[config.mk]
export PLATFORM = sky130hd
export DESIGN_NAME = rmp_reset_mode
export DESIGN_NICKNAME = d
export VERILOG_FILES = /design/src/hdl/rmp_pkg.sv /design/src/hdl/rmp_sync2.sv /design/src/hdl/rmp_reset_mode.sv
export SDC_FILE = /design/constraint.sdc
export NUM_CORES = 1
export LEC_CHECK = 0
export ABC_AREA = 0
export BUFFER_PORTS_ARGS = -buffer_cell sky130_fd_sc_hd__buf_2
export CAP_MARGIN = 20
export CORE_ASPECT_RATIO = 1.4
export CORE_MARGIN = 5
export CORE_UTILIZATION = 33
export DETAILED_ROUTE_END_ITERATION = 10
export SLEW_MARGIN = 20
export SYNTH_ARGS = -nofsm -noshare
export SYNTH_HDL_FRONTEND = slang
export SYNTH_SLANG_ARGS = --single-unit
[constraint.sdc]
create_clock -name core_clk_i -period 2 [get_ports core_clk_i]
set_input_delay 0.5 -clock core_clk_i [delete_from_list [all_inputs] [get_ports core_clk_i]]
set_output_delay 0.5 -clock core_clk_i [all_outputs]
set_load 0.01 [all_outputs]
[src/hdl/rmp_pkg.sv]
// Behaviour
// - Bus error high and data bit 1 low at reset selects 16-bit bus.
// - Emulation chip select enabled only when data bits 10 and 1 sampled low.
// - 16-bit mode: grant/module select pin held high if bits 13,10,1 low.
// - Bus error high and data bit 1 high at reset selects 8-bit bus.
// - 8-bit: low byte is port H, high byte data, no ports A,B,G.
// - 8-bit: upper pins chip selects, low address pins driven, no emulation.
// - Data bit 8 low moves strobes, acks, autovector, size to port E.
// - Data bit 9 low moves interrupt requests and clock-mode pin to port F.
// - 8-bit: boot select 8-bit, fixed selects, codes and grants regardless.
// - Bus error low at reset selects single-chip; tied low is valid.
// - Single-chip: data lines ports G,H, address 18..3 ports A,B.
// - Single-chip: option pins ignored, all I/O ports selected.
// - Single-chip: low address pins float, disable bit set, clear enables.
// - Single-chip: codes and chip-select pins are port C, top pin unused.
// - Clock-mode pin high selects synthesizer, low selects external clock.
package rmp_pkg;
  // bus configuration codes
  typedef enum logic [1:0] {
    RMP_BUS_SINGLE = 2'h0,
    RMP_BUS_8BIT   = 2'h1,
    RMP_BUS_16BIT  = 2'h2
  } rmp_bus_t;

  // data line positions used as option selects
  localparam int RMP_D_BOOT16 = 0;
  localparam int RMP_D_WIDTH  = 1;
  localparam int RMP_D_CS0    = 2;
  localparam int RMP_D_CSLO   = 3;
  localparam int RMP_D_PORTE  = 8;
  localparam int RMP_D_PORTF  = 9;
  localparam int RMP_D_EMUL   = 10;
  localparam int RMP_D_MODCS  = 13;
  localparam int RMP_NUM_HICS = 5;

  // first bus cycle delay after reset release, in output-clock cycles
  localparam int RMP_FIRST_CYCLE_CLKS = 10;
  localparam logic [3:0] RMP_FIRST_CYCLE_CNT = 4'(RMP_FIRST_CYCLE_CLKS);
endpackage

[src/hdl/rmp_sync2.sv]
`timescale 1ns/1ps
// two-stage synchroniser for a group of pin levels
module rmp_sync2 #(
  parameter int W = 1
) (
  input  wire logic         core_clk_i,
  input  wire logic         rstn_i,
  input  wire logic [W-1:0] d_i,
  output logic      [W-1:0] q_o
);
  // a bundle needs at least one line
  if (W < 1) begin : g_bad_width
    $error("rmp_sync2 width must be positive");
  end

  typedef struct packed {
    logic [W-1:0] s1;
    logic [W-1:0] s2;
  } rmp_sync_st_t;

  rmp_sync_st_t st_ff;
  rmp_sync_st_t nxt_st;

  // shift the pin levels through two stages
  always_comb begin
    nxt_st.s1 = d_i;
    nxt_st.s2 = st_ff.s1;
  end

  // pull-ups make idle pins read high
  always_ff @(posedge core_clk_i or negedge rstn_i) begin
    if (!rstn_i) begin
      st_ff <= '1;
    end else begin
      st_ff <= nxt_st;
    end
  end

  assign q_o = st_ff.s2;
endmodule

[src/hdl/rmp_reset_mode.sv]
`timescale 1ns/1ps
// reset-time pin configuration: samples mode pins while reset is held
module rmp_reset_mode (
  input  wire logic                 core_clk_i,
  input  wire logic                 rstn_i,
  input  wire logic                 sys_reset_n_i,
  input  wire logic [15:0]          data_pins_i,
  input  wire logic                 bus_error_input_i,
  input  wire logic                 clock_source_select_pin_i,
  input  wire logic                 low_address_disable_clr_i,
  output rmp_pkg::rmp_bus_t         bus_mode_o,
  output logic                      boot_cs_16bit_o,
  output logic                      port_h_sel_o,
  output logic                      port_g_sel_o,
  output logic                      port_ab_sel_o,
  output logic                      port_c_sel_o,
  output logic                      port_e_sel_o,
  output logic                      port_f_sel_o,
  output logic                      chip_select_zero_sel_o,
  output logic                      cs3_sel_o,
  output logic                      cs5_sel_o,
  output logic [4:0]                hi_cs_sel_o,
  output logic                      top_pin_unused_o,
  output logic                      emulation_chip_select_en_o,
  output logic                      module_chip_select_hold_o,
  output logic                      low_address_disable_bit_o,
  output logic                      low_address_oe_o,
  output logic                      synth_enable_o,
  output logic                      first_bus_cycle_o
);
  // positions of the pin levels inside the synchronised bundle
  localparam int DATA_W    = 16;
  localparam int CLK_POS   = DATA_W;
  localparam int BUS_ERROR_INPUT_POS  = DATA_W + 1;
  localparam int RESET_POS = DATA_W + 2;
  localparam int PINS_W    = DATA_W + 3;

  // widths of the upper select field and of the delay counter
  localparam int HICS_W = 5;
  localparam int CNT_W  = 4;

  // levels assumed while the block itself is held in reset
  localparam logic [DATA_W-1:0] DATA_IDLE = '1;
  localparam logic              CLK_IDLE  = 1'b1;
  localparam logic [CNT_W-1:0]  CNT_CLEAR = '0;

  // the delay must fit its counter and leave room for the idle start
  if (rmp_pkg::RMP_FIRST_CYCLE_CLKS < 1
      || rmp_pkg::RMP_FIRST_CYCLE_CLKS >= (1 << CNT_W)) begin : g_bad_delay
    $error("first bus cycle delay does not fit its counter");
  end

  // the select field must match its port and sit inside the data bus
  if (rmp_pkg::RMP_NUM_HICS != HICS_W) begin : g_bad_hics
    $error("upper select count does not match its output width");
  end
  if (rmp_pkg::RMP_D_CSLO + HICS_W > DATA_W) begin : g_bad_cslo
    $error("upper select option lines run past the data bus");
  end

  // everything the block remembers from one reset to the next
  typedef struct packed {
    logic              captured; // pin levels frozen
    rmp_pkg::rmp_bus_t bus;      // bus configuration
    logic [DATA_W-1:0] data;     // data line levels at capture
    logic              clk_sel;  // clock-mode level at capture
    logic              abd;      // low address disable bit
    logic [CNT_W-1:0]  wait_cnt; // cycles counted since capture
    logic              first;    // first bus cycle strobe
  } rmp_st_t;

  rmp_st_t           st_ff;
  rmp_st_t           nxt_st;
  logic [PINS_W-1:0] pins_sync;
  logic [DATA_W-1:0] sync_data;
  logic              sync_clk_sel;
  logic              sync_bus_error_input;
  logic              in_reset;
  logic [CNT_W-1:0]  cnt_inc;
  logic              cnt_done;
  logic              is8;
  logic              is16;
  logic              single;

  // pins cross into the core clock domain; the reset level goes in
  // inverted so that the all-ones reset of the stages reads as held
  rmp_sync2 #(
    .W (PINS_W)
  ) rmp_sync2_i (
    .core_clk_i (core_clk_i),
    .rstn_i     (rstn_i),
    .d_i        ({!sys_reset_n_i, bus_error_input_i,
                  clock_source_select_pin_i, data_pins_i}),
    .q_o        (pins_sync)
  );

  // named views of the synchronised bundle
  assign sync_data    = pins_sync[DATA_W-1:0];
  assign sync_clk_sel = pins_sync[CLK_POS];
  assign sync_bus_error_input    = pins_sync[BUS_ERROR_INPUT_POS];
  assign in_reset     = pins_sync[RESET_POS];

  // delay counter step and its end point; the end value is held, so
  // only one strobe follows each release
  assign cnt_inc  = st_ff.wait_cnt + CNT_W'(1);
  assign cnt_done = st_ff.wait_cnt == rmp_pkg::RMP_FIRST_CYCLE_CNT;

  // follow the pins while reset is held, freeze them at release
  always_comb begin
    nxt_st       = st_ff;
    nxt_st.first = 1'b0;
    if (in_reset) begin
      // levels tracked every edge; the last one before release is kept
      nxt_st.captured = 1'b0;
      nxt_st.data     = sync_data;
      nxt_st.clk_sel  = sync_clk_sel;
      nxt_st.wait_cnt = CNT_CLEAR;
      if (!sync_bus_error_input) begin
        // no external bus at all: the low address pins start disabled
        nxt_st.bus = rmp_pkg::RMP_BUS_SINGLE;
        nxt_st.abd = 1'b1;
      end else if (sync_data[rmp_pkg::RMP_D_WIDTH]) begin
        nxt_st.bus = rmp_pkg::RMP_BUS_8BIT;
        nxt_st.abd = 1'b0;
      end else begin
        nxt_st.bus = rmp_pkg::RMP_BUS_16BIT;
        nxt_st.abd = 1'b0;
      end
    end else begin
      // the first edge after release keeps the last levels seen
      nxt_st.captured = 1'b1;
      if (low_address_disable_clr_i) begin
        nxt_st.abd = 1'b0;
      end
      // count to the first bus cycle once, then rest at the end value
      if (st_ff.captured && !cnt_done) begin
        nxt_st.wait_cnt = cnt_inc;
        nxt_st.first    = cnt_inc == rmp_pkg::RMP_FIRST_CYCLE_CNT;
      end
    end
  end

  // state register; the reset state has every data and clock level high
  // as the pull-ups read, the 16-bit bus code and no pin levels captured yet
  always_ff @(posedge core_clk_i or negedge rstn_i) begin
    if (!rstn_i) begin
      st_ff.captured <= 1'b0;
      st_ff.bus      <= rmp_pkg::RMP_BUS_16BIT;
      st_ff.data     <= DATA_IDLE;
      st_ff.clk_sel  <= CLK_IDLE;
      st_ff.abd      <= 1'b0;
      st_ff.wait_cnt <= CNT_CLEAR;
      st_ff.first    <= 1'b0;
    end else begin
      st_ff <= nxt_st;
    end
  end

  // bus configuration views of the held state; the port, select and
  // emulation decodes below read only these and the frozen data levels
  assign single     = st_ff.bus == rmp_pkg::RMP_BUS_SINGLE;
  assign is8        = st_ff.bus == rmp_pkg::RMP_BUS_8BIT;
  assign is16       = st_ff.bus == rmp_pkg::RMP_BUS_16BIT;
  assign bus_mode_o = st_ff.bus;

  // data and address pins handed over to the I/O ports
  always_comb begin
    // port H takes the low byte whenever the bus is not 16 bits wide
    port_h_sel_o  = !is16;
    port_g_sel_o  = single;
    port_ab_sel_o = single;
    port_c_sel_o  = single;
  end

  // bus control and interrupt pins; single-chip always picks the ports
  always_comb begin
    port_e_sel_o = single || !st_ff.data[rmp_pkg::RMP_D_PORTE];
    port_f_sel_o = single || !st_ff.data[rmp_pkg::RMP_D_PORTF];
  end

  // boot select port size; only the 16-bit bus reads its option line
  assign boot_cs_16bit_o = is16 && st_ff.data[rmp_pkg::RMP_D_BOOT16];

  // chip selects 0, 3 and 5: fixed in 8-bit mode, optional in 16-bit
  always_comb begin
    chip_select_zero_sel_o = !is16 || st_ff.data[rmp_pkg::RMP_D_CS0];
    cs3_sel_o = is8 || (is16 && st_ff.data[rmp_pkg::RMP_D_CS0]);
    cs5_sel_o = is8 || (is16 && st_ff.data[rmp_pkg::RMP_D_CS0]);
  end

  // upper address/select pins: a low option line turns its own pin and
  // every lower one into address, so walk down from the top line
  always_comb begin
    logic hi_ok;
    hi_ok       = 1'b1;
    hi_cs_sel_o = '0;
    for (int i = HICS_W - 1; i >= 0; i--) begin
      hi_ok          = hi_ok && st_ff.data[rmp_pkg::RMP_D_CSLO + i];
      hi_cs_sel_o[i] = is8 || (is16 && hi_ok);
    end
  end

  // the top address/select pin has no job without an external bus
  assign top_pin_unused_o = single;

  // emulation support only on the 16-bit bus with lines 10 and 1 low
  always_comb begin
    emulation_chip_select_en_o = is16
      && !st_ff.data[rmp_pkg::RMP_D_EMUL]
      && !st_ff.data[rmp_pkg::RMP_D_WIDTH];
    // the module select hold only follows an enabled emulation select
    module_chip_select_hold_o = emulation_chip_select_en_o
      && !st_ff.data[rmp_pkg::RMP_D_MODCS];
  end

  // low address pins stay off until capture and while disabled
  always_comb begin
    low_address_disable_bit_o = st_ff.abd;
    low_address_oe_o          = st_ff.captured && !st_ff.abd;
  end

  // clock source and first bus cycle strobe
  assign synth_enable_o    = st_ff.clk_sel;
  assign first_bus_cycle_o = st_ff.first;
endmodule

==> Yosys cells after proc, flatten, opt, wreduce, memory -nomap -nowiden <==
Cells that the tools add are included.
{ "word_totals": {"ff_bits": 62, "input_bits": 22, "word_cells": 59} }
{ "classes": {"addsub": 1, "n_eq_ne": 4, "mux": 8, "n_reduce_logical": 37} }
{ "op_table": {"columns": ["op", "count"], "rows": [
  ["logical AND 1 bit", 16],
  ["two-way mux 5 bit", 2],
  ["logical NOT 1 bit", 9],
  ["logical OR 1 bit", 9],
  ["== test 4 bit, second input constant", 2],
  ["adder 4 x 1 -> 4 bit, second input constant", 1],
  ["two-way mux 1 bit", 4],
  ["two-way mux 2 bit", 2],
  ["nonzero test 2 bit", 2],
  ["== test 2 x 1 -> 1 bit, second input constant", 1],
  ["== test 2 bit, second input constant", 1],
  ["logical NOT 2 bit", 1]
]} }

==> Longest topological paths before layout <==
Gate-level depths: netlist of run 1.
{ "depth": {"depth_word": 6, "ltp_mapped": 5, "mapped_depth_nobuf": 5} }

==> Hierarchy <==
From an unflattened synthesis of run 1, not the netlist that was laid out.
{ "unflattened": {"hier_cells": 139, "hier_area_um2": 2108.3} }
{ "by_module_without_submodules": {"columns": ["module", "n_inst", "cells_per_inst", "area_each_um2", "seq_area_each_um2"], "rows": [
  ["rmp_reset_mode", 1, 101, 1109.8, 568.0],
  ["rmp_sync2", 1, 38, 998.5, 998.5]
]} }

==> Worst setup path after synthesis of run 1 <==
OpenSTA, ideal clock, no wires.
{ "synth_timing": {"path_type": "reg2out", "from": "register st_ff, in the netlist bus_mode_o[1]", "to": "output module_chip_select_hold_o", "arrival_time_ps": 1183, "required_ps": 1500, "slack_ps": 317, "path_stages_with_launch": 4, "n_path_buf": 0, "path_cell_list": "dfstp_2 > and2b_2 > inv_1 > nor4_1"} }
{ "synth_between": {"elab_chain_len": 4} }
{ "synth_lines": {"columns": ["item", "line", "rtl"], "rows": [
  ["start: declaration", "rmp_reset_mode.sv:72", "rmp_st_t st_ff;"],
  ["start signal: assignment", "rmp_reset_mode.sv:155", "st_ff <= nxt_st;"],
  ["== test 2 bit", "rmp_reset_mode.sv:163", "assign is16 = st_ff.bus == rmp_pkg::RMP_BUS_16BIT;"],
  ["logical AND 1 bit", "rmp_reset_mode.sv:209", "&& !st_ff.data[rmp_pkg::RMP_D_EMUL]"],
  ["logical AND 1 bit", "rmp_reset_mode.sv:210", "&& !st_ff.data[rmp_pkg::RMP_D_WIDTH];"],
  ["logical AND 1 bit", "rmp_reset_mode.sv:213", "&& !st_ff.data[rmp_pkg::RMP_D_MODCS];"],
  ["end: declaration", "rmp_reset_mode.sv:25", "output logic module_chip_select_hold_o,"]
]} }
Every way passes these cells.

==> Worst setup path in the final report of run 1 <==
{ "layout_timing": {"from": "register st_ff, in the netlist bus_mode_o[1]", "to": "output chip_select_zero_sel_o"} }
{ "layout_between": {"elab_chain_len": 3} }
{ "layout_lines": {"columns": ["item", "line", "rtl"], "rows": [
  ["== test 2 bit", "rmp_reset_mode.sv:163", null],
  ["logical NOT 1 bit", "rmp_reset_mode.sv:186", "chip_select_zero_sel_o = !is16 || st_ff.data[rmp_pkg::RMP_D_CS0];"],
  ["logical OR 1 bit", "rmp_reset_mode.sv:186", null],
  ["end: declaration", "rmp_reset_mode.sv:19", "output logic chip_select_zero_sel_o,"]
]} }
Every way passes these cells.

==> results.toml, run 1 <==
[logic_synthesis]
ys.warnings.count = 0
synth_top_area_cell = "dfstp_2"
ys.flop_type = "dfstp_2"
synthTopCellsByArea = "dfstp_2, dfrtp_1, mux2_2"
synth_cells = 129
synth-edff-count = 0
syn_avg_cell_area_um2 = 14.8
synth_cell_types = 29
syn_area_um2 = 1910
syn_nets = 154
synth_top_area_share_pct = 60.6
ys_async_sr_fraction_pct = 100
ys_seq_area_share_pct = 71.1
ys_ff_latch = 52

[drt]
wirelength_mm = 3.09
detail_route.first_pass.iterations = 3
viasPerCell = 4.36
drtIter0Drc = 5
ant_nets = 0
vias = 1065
drc = 0
avgRoutedWirePerCell_um = 12.7

[global_route]
grt_pass1_wl_mm = 5.29
gr-total-overflow = 0
grt_start_max_net_pins = 24
antenna_found_initial = 0
grt_pass1_vias = 1138
track_usage_pct = 9.38

[worst_setup_path]
r2r_end = "st_ff[15]$_DFFE_PN1P_"
rr_worst_depth = 2
cpMaxStageDelayCell = "dfstp_2"
worstReg2RegStart = "rmp_sync2_i.q_o[18]$_DFF_PN1_"
critPathKind = "flip-flop to output pin"
crit_path_start_kind = "flip-flop"
r2r_slack_ns = 0.62
end_kind = "output pin"
worstPathCellList = "and2b_2 > buf_4 > or2b_1 > buf_2"
cp_max_fo = 4
cpPeakStageDelay_ns = 0.53
cp.arrival_ns = 1.47
cp.required_ns = 1.50

[outcome]
status = "finished clean"

[floorplanning]
ios = 46
die_area_um2 = 7420
initial_core_util_pct = 34.3
die_height_um = 100
coreArea_um2 = 5570
rows = 32
die-width_um = 74.3

[clock_tree]
postCtsHoldBufs = 0
clock_latency_ns = 0.30
cts_tree = "done"
cts_buffers = 5
cts_sinks = 52
cts_max_level = 2
cts.reportedPaths.clkPinSlew_ns = 0.08
root_buffer = "clkbuf_8"
cts_max_path_buffers = 2

[placement]
gp_congestion = 0.702
io_buffers = 41
post-dp-hpwl_mm = 2.27

[layout]
nFillCells = 519
final_common_cell = "dfstp_2"
drive_gt1_share_pct = 67.6
syn_to_final_growth_pct = 20.0
diodes = 0
fin_nets = 200
final_cell_mix = "dfstp_2, buf_2, nand2_1, mux2_2, dfrtp_1"

[power_and_ir_drop]
total_power_mw = 1.98
peakVddDrop_uv = 616
power.leakage_nw = 1.05
power_density_nw_per_um2 = 866

[timing]
finalSetupViolations = 0
rsz0062_at_grt = "true"
period_needed_ns = 1.97
drv_slew = 0
hold_viol = 0
setup_tns_ns = 0
clock-skew-final_ns = 0.00893
fmax_mhz = 508
relSlewSlack_pct = 69.0
period_share_pct = 98.5
worst-slew-pin-transition_ns = 0.466

[hold_path]
worstHoldPathType = "input pin to async pin"

[run]
maxCapViolations = 0
how the worst max path moves through the flow:
stage | from | end | slack (ns)
floorplan | bus_mode_o[1]$_DFFE_PN1P_ | module_chip_select_hold_o | 0.32
global placement | bus_mode_o[1]$_DFFE_PN1P_ | hi_cs_sel_o[3] | 0.24
detailed placement | bus_mode_o[1]$_DFFE_PN1P_ | hi_cs_sel_o[1] | 0.23
CTS | bus_mode_o[1]$_DFFE_PN1P_ | hi_cs_sel_o[0] | 0.008
global route | bus_mode_o[1]$_DFFE_PN1P_ | chip_select_zero_sel_o | -0.05
finish | bus_mode_o[1]$_DFFE_PN1P_ | chip_select_zero_sel_o | 0.03
metal layers:
layer  GRT usage (%)  vias to the layer above  routed length, um
met5               0                        -                  0
met4            4.11                        0                 43
met1            11.0                      516               1260
met3            3.31                        5                204
met2            15.3                       29               1580
li1                -                      515                  -
repair_timing:
item	CTS	global route
hold endpoints to repair	0	0
setup endpoints to repair	4	6
pin swaps	1	0
resized for setup	2	3
buffers inserted	2	1
where the power goes:
| part | switching [mW] | total (mW) | leakage [nW] | internal, mW |
|---|---|---|---|---|
| Clock | 0.329 | 0.577 | 0.0445 | 0.248 |
| Combinational | 0.105 | 0.203 | 0.439 | 0.0981 |
| Sequential | 0.0409 | 1.20 | 0.568 | 1.16 |
| Total | 0.475 | 1.98 | 1.05 | 1.51 |
logic make-up after synthesis:
| kind of cell | synth area share, % |
|---|---|
| flip-flops | 71.1 |
| AND/OR/NAND/NOR | 9.05 |
| buffers and inverters | 4.72 |
| adder cells (fa/ha/maj) | 1.97 |
| multiplexers | 7.08 |
| XOR/XNOR | 1.38 |
| AO/OA/AOI/OAI | 4.72 |
cell type report:
type	instances	area, um2	share of cell area (%)
Sequential cell	52	1360	59.2
Multi-Input combinational cell	62	469	20.5
Timing Repair Buffer	47	263	11.5
Tap cell	68	85.1	3.72
Clock buffer	5	68.8	3.01
Inverter	7	26.3	1.15
Clock inverter	3	21.3	0.929
Yosys cell counts, types with 2 or more instances:
library cell / count
nand2_1: 12
a21oi_1: 2
dfrtp_1: 8
o21ai_0: 8
or2b_1: 2
mux2_2: 12
ha_1: 3
buf_4: 7
xnor2_1: 2
nand4_1: 3
o2bb2ai_1: 2
and3_1: 2
inv_1: 6
nor2_1: 2
dfstp_2: 44
metrics by stage:
stage               util (%)  setup WS, ns  hold WS (ns)  cells  instance area (um2)
floorplan                  -         0.317         0.204    129                 1910
global placement        39.0         0.238         0.346    233                 2170
detailed placement      39.0         0.232         0.347    233                 2170
CTS                     40.9       0.00845         0.158    243                 2270
global route            41.1       -0.0502         0.174    244                 2290
finish                  41.1        0.0300         0.153    244                 2290
sequential cells by signal, summed over array words and instances (netlist names):
signal and count:
low_address_disable_bit_o 1, rmp_sync2_i.nxt_st 15, rmp_sync2_i.q_o 15, first_bus_cycle_o 1, bus_mode_o 2, st_ff 17
synth_enable_o 1
worst max-delay path: cells and delay by family, from the launching register on:
kind | cells | cell delay, ns
DFF | 1 | 0.53
buffers and inverters | 2 | 0.26
and+or+nand+nor | 2 | 0.39
No activity file was read; power rests on OpenSTA's default activity.
==> inputs of run 2 (changes only) <==
- ABC_AREA: 0 -> 1
==> run 2 against run 1 <==
Against the previous run: final cell count increased by 11%; non-clock buffer count decreased by 2; combinational power decreased by 6%; register-to-register slack about the same; critical path depth is 1 higher; sequential power hardly changed; sequential share of layout area grew 0.097 points; critical path type unchanged; largest cell class unchanged; largest power group unchanged; highest routed layer unchanged.
==> results.toml, run 2 <==
[logic_synthesis]
syn_avg_cell_area_um2 = 11.8
synthTopCellsByArea = "dfstp_2, dfrtp_1, nand2_1"
ys_seq_area_share_pct = 71.8
synth_top_area_cell = "dfstp_2"
synth_cells = 160
ys_ff_latch = 52
yosys-top-cells-count = "dfstp_2, nand2_1, inv_1"
syn_area_um2 = 1890
ys_async_sr_fraction_pct = 100
syn_nets = 185
synth-edff-count = 0
synth_top_area_share_pct = 61.2
synth_cell_types = 21
ys.warnings.count = 0
ys.flop_type = "dfstp_2"

[worst_setup_path]
r2r_slack_ns = 0.61
cpMaxStageDelayCell = "dfstp_2"
cp_max_fo = 7
crit_path_start_kind = "flip-flop"
cp.required_ns = 1.50
worstPathCellList = "inv_4 > nor2_4 > inv_4 > o21ai_1 > buf_2"
end_kind = "output pin"
cp.arrival_ns = 1.48
cp-startpoint = "bus_mode_o[1]$_DFFE_PN1P_"
rr_worst_depth = 3
critPathKind = "flip-flop to output pin"
crit_top_cell = "inv_4"
cpPeakStageDelay_ns = 0.56
worstReg2RegStart = "rmp_sync2_i.q_o[18]$_DFF_PN1_"
r2r_end = "st_ff[1]$_DFFE_PN0P_"

[global_route]
grt_pass1_wl_mm = 5.18
gr-total-overflow = 0
antenna_found_initial = 0
grt_start_max_net_pins = 25
grt_pass1_vias = 1131
track_usage_pct = 9.52

[power_and_ir_drop]
p_sw_mw = 0.463
peakVddDrop_uv = 508
combPwrFrac_pct = 9.6
power.leakage_nw = 1.06
clockPowerShare_pct = 29.7
netSwitchingFraction_pct = 23.4
intPower_mw = 1.52
seqPwrFrac_pct = 60.7
power_density_nw_per_um2 = 866

[timing]
hold_viol = 0
drv_slew = 0
relSlewSlack_pct = 69.6
fmax_mhz = 504
clock-skew-final_ns = 0.00902
setup_tns_ns = 0
finalSetupViolations = 0
rsz0062_at_grt = "true"
worst-slew-pin-transition_ns = 0.456
period_needed_ns = 1.98
postLayoutSetupSlackWorst_ns = 0.0175
period_share_pct = 99.1

[drt]
viasPerCell = 4.29
vias = 1167
drtIter0Drc = 54
wl_met1_mm = 1.23
avgRoutedWirePerCell_um = 11.2
wirelength_mm = 3.04
detail_route.first_pass.iterations = 4
ant_nets = 0
wl_met2_mm = 1.52
drc = 0
top_layer_used = "met4"
met3_length_um = 197

[layout]
final_cells = 272
largest_register_ffs = 17
diodes = 0
syn_to_final_growth_pct = 21.0
final_cell_mix = "nand2_1, dfstp_2, buf_2"
regMostFlops = "st_ff"
drive_gt1_share_pct = 53.9
fin_nets = 228

[clock_tree]
cts.reportedPaths.clkPinSlew_ns = 0.09
root_buffer = "clkbuf_8"
clock_latency_ns = 0.30
cts_max_level = 2
cts_max_path_buffers = 2
cts_tree = "done"
cts_buffers = 5
cts_sinks = 52

[hold_path]
worstHoldPathType = "input pin to async pin"

[placement]
post-dp-hpwl_mm = 2.21
dp_cells = 262
pre_cts_ws_ns = 0.287
io_buffers = 41
gp_congestion = 0.734

[floorplanning]
coreArea_um2 = 5530
die_height_um = 99.5
rows = 32
die_area_um2 = 7360
ios = 46
die-width_um = 74.0
initial_core_util_pct = 34.2

[outcome]
status = "finished clean"

[run]
maxCapViolations = 0
-- run 2: worst max path at each step --
stage                                             to  slack, ns  cells past startpoint
after global routing       module_chip_select_hold_o      -0.05                      5
after CTS                  module_chip_select_hold_o      0.003                      5
after global placement    emulation_chip_select_en_o       0.25                      5
after detailed placement  emulation_chip_select_en_o       0.29                      5
final                                      cs5_sel_o       0.02                      5
after floorplan                            cs5_sel_o       0.28                      5
-- run 2: area by class of cell --
type,count,area (um2)
inverters,14,57.6
flip-flops and latches,52,1360
fillers,551,3240
clock inverters,1,7.51
clock buffers,7,86.3
well taps,68,85.1
multi-input cells,85,445
repair buffers,45,248
-- run 2: cells by family (layout without fill, tap and decap cells) --
kind of cell / after synthesis / in the layout / share of synthesized area, %
AOI/OAI and AO/OA: 16 / 16 / 4.30
xor gates and xnor gates: 1 / 1 / 0.464
adders and majority gates: 3 / 3 / 1.99
buffers and inverters: 23 / 67 / 5.96
DFF: 52 / 52 / 71.8
and+or+nand+nor: 65 / 65 / 15.5
-- run 2: power by group through the flow --
stage	clock (mW)	combinational, mW	sequential [mW]
after floorplan	0	0.111	1.20
after global placement	0	0.181	1.21
after detailed placement	0	0.184	1.22
after CTS	0.622	0.190	1.20
after global routing	0.666	0.216	1.21
final	0.587	0.190	1.20
-- run 2: critical path: cells and delay by family, from the launching register on --
kind	cells	cell delay, ns
AOI/OAI and AO/OA	1	0.18
buffers and inverters	3	0.29
DFF	1	0.56
and+or+nand+nor	1	0.16
-- run 2: timing repair --
action / 4_1_cts / 5_1_grt
pin swaps: 0 / 3
setup endpoints to repair: 6 / 5
setup buffers: 1 / 1
gates resized for setup: 2 / 6
hold buffers: 0 / 0
-- run 2: metrics by stage --
step / hold slack, ns / area (um2) / util (%) / power (mW)
2_1_floorplan: 0.204 / 1890 / - / 1.31
3_3_place_gp: 0.345 / 2150 / 38.9 / 1.40
3_5_place_dp: 0.347 / 2150 / 38.9 / 1.40
4_1_cts: 0.150 / 2260 / 40.8 / 2.01
5_1_grt: 0.162 / 2290 / 41.4 / 2.09
6_report: 0.144 / 2290 / 41.4 / 1.98
-- run 2: per-layer routing --
layer	vias up	GRT usage, %
met5	-	0
met4	0	5.86
met1	552	10.0
met3	4	3.74
met2	29	15.6
li1	582	-
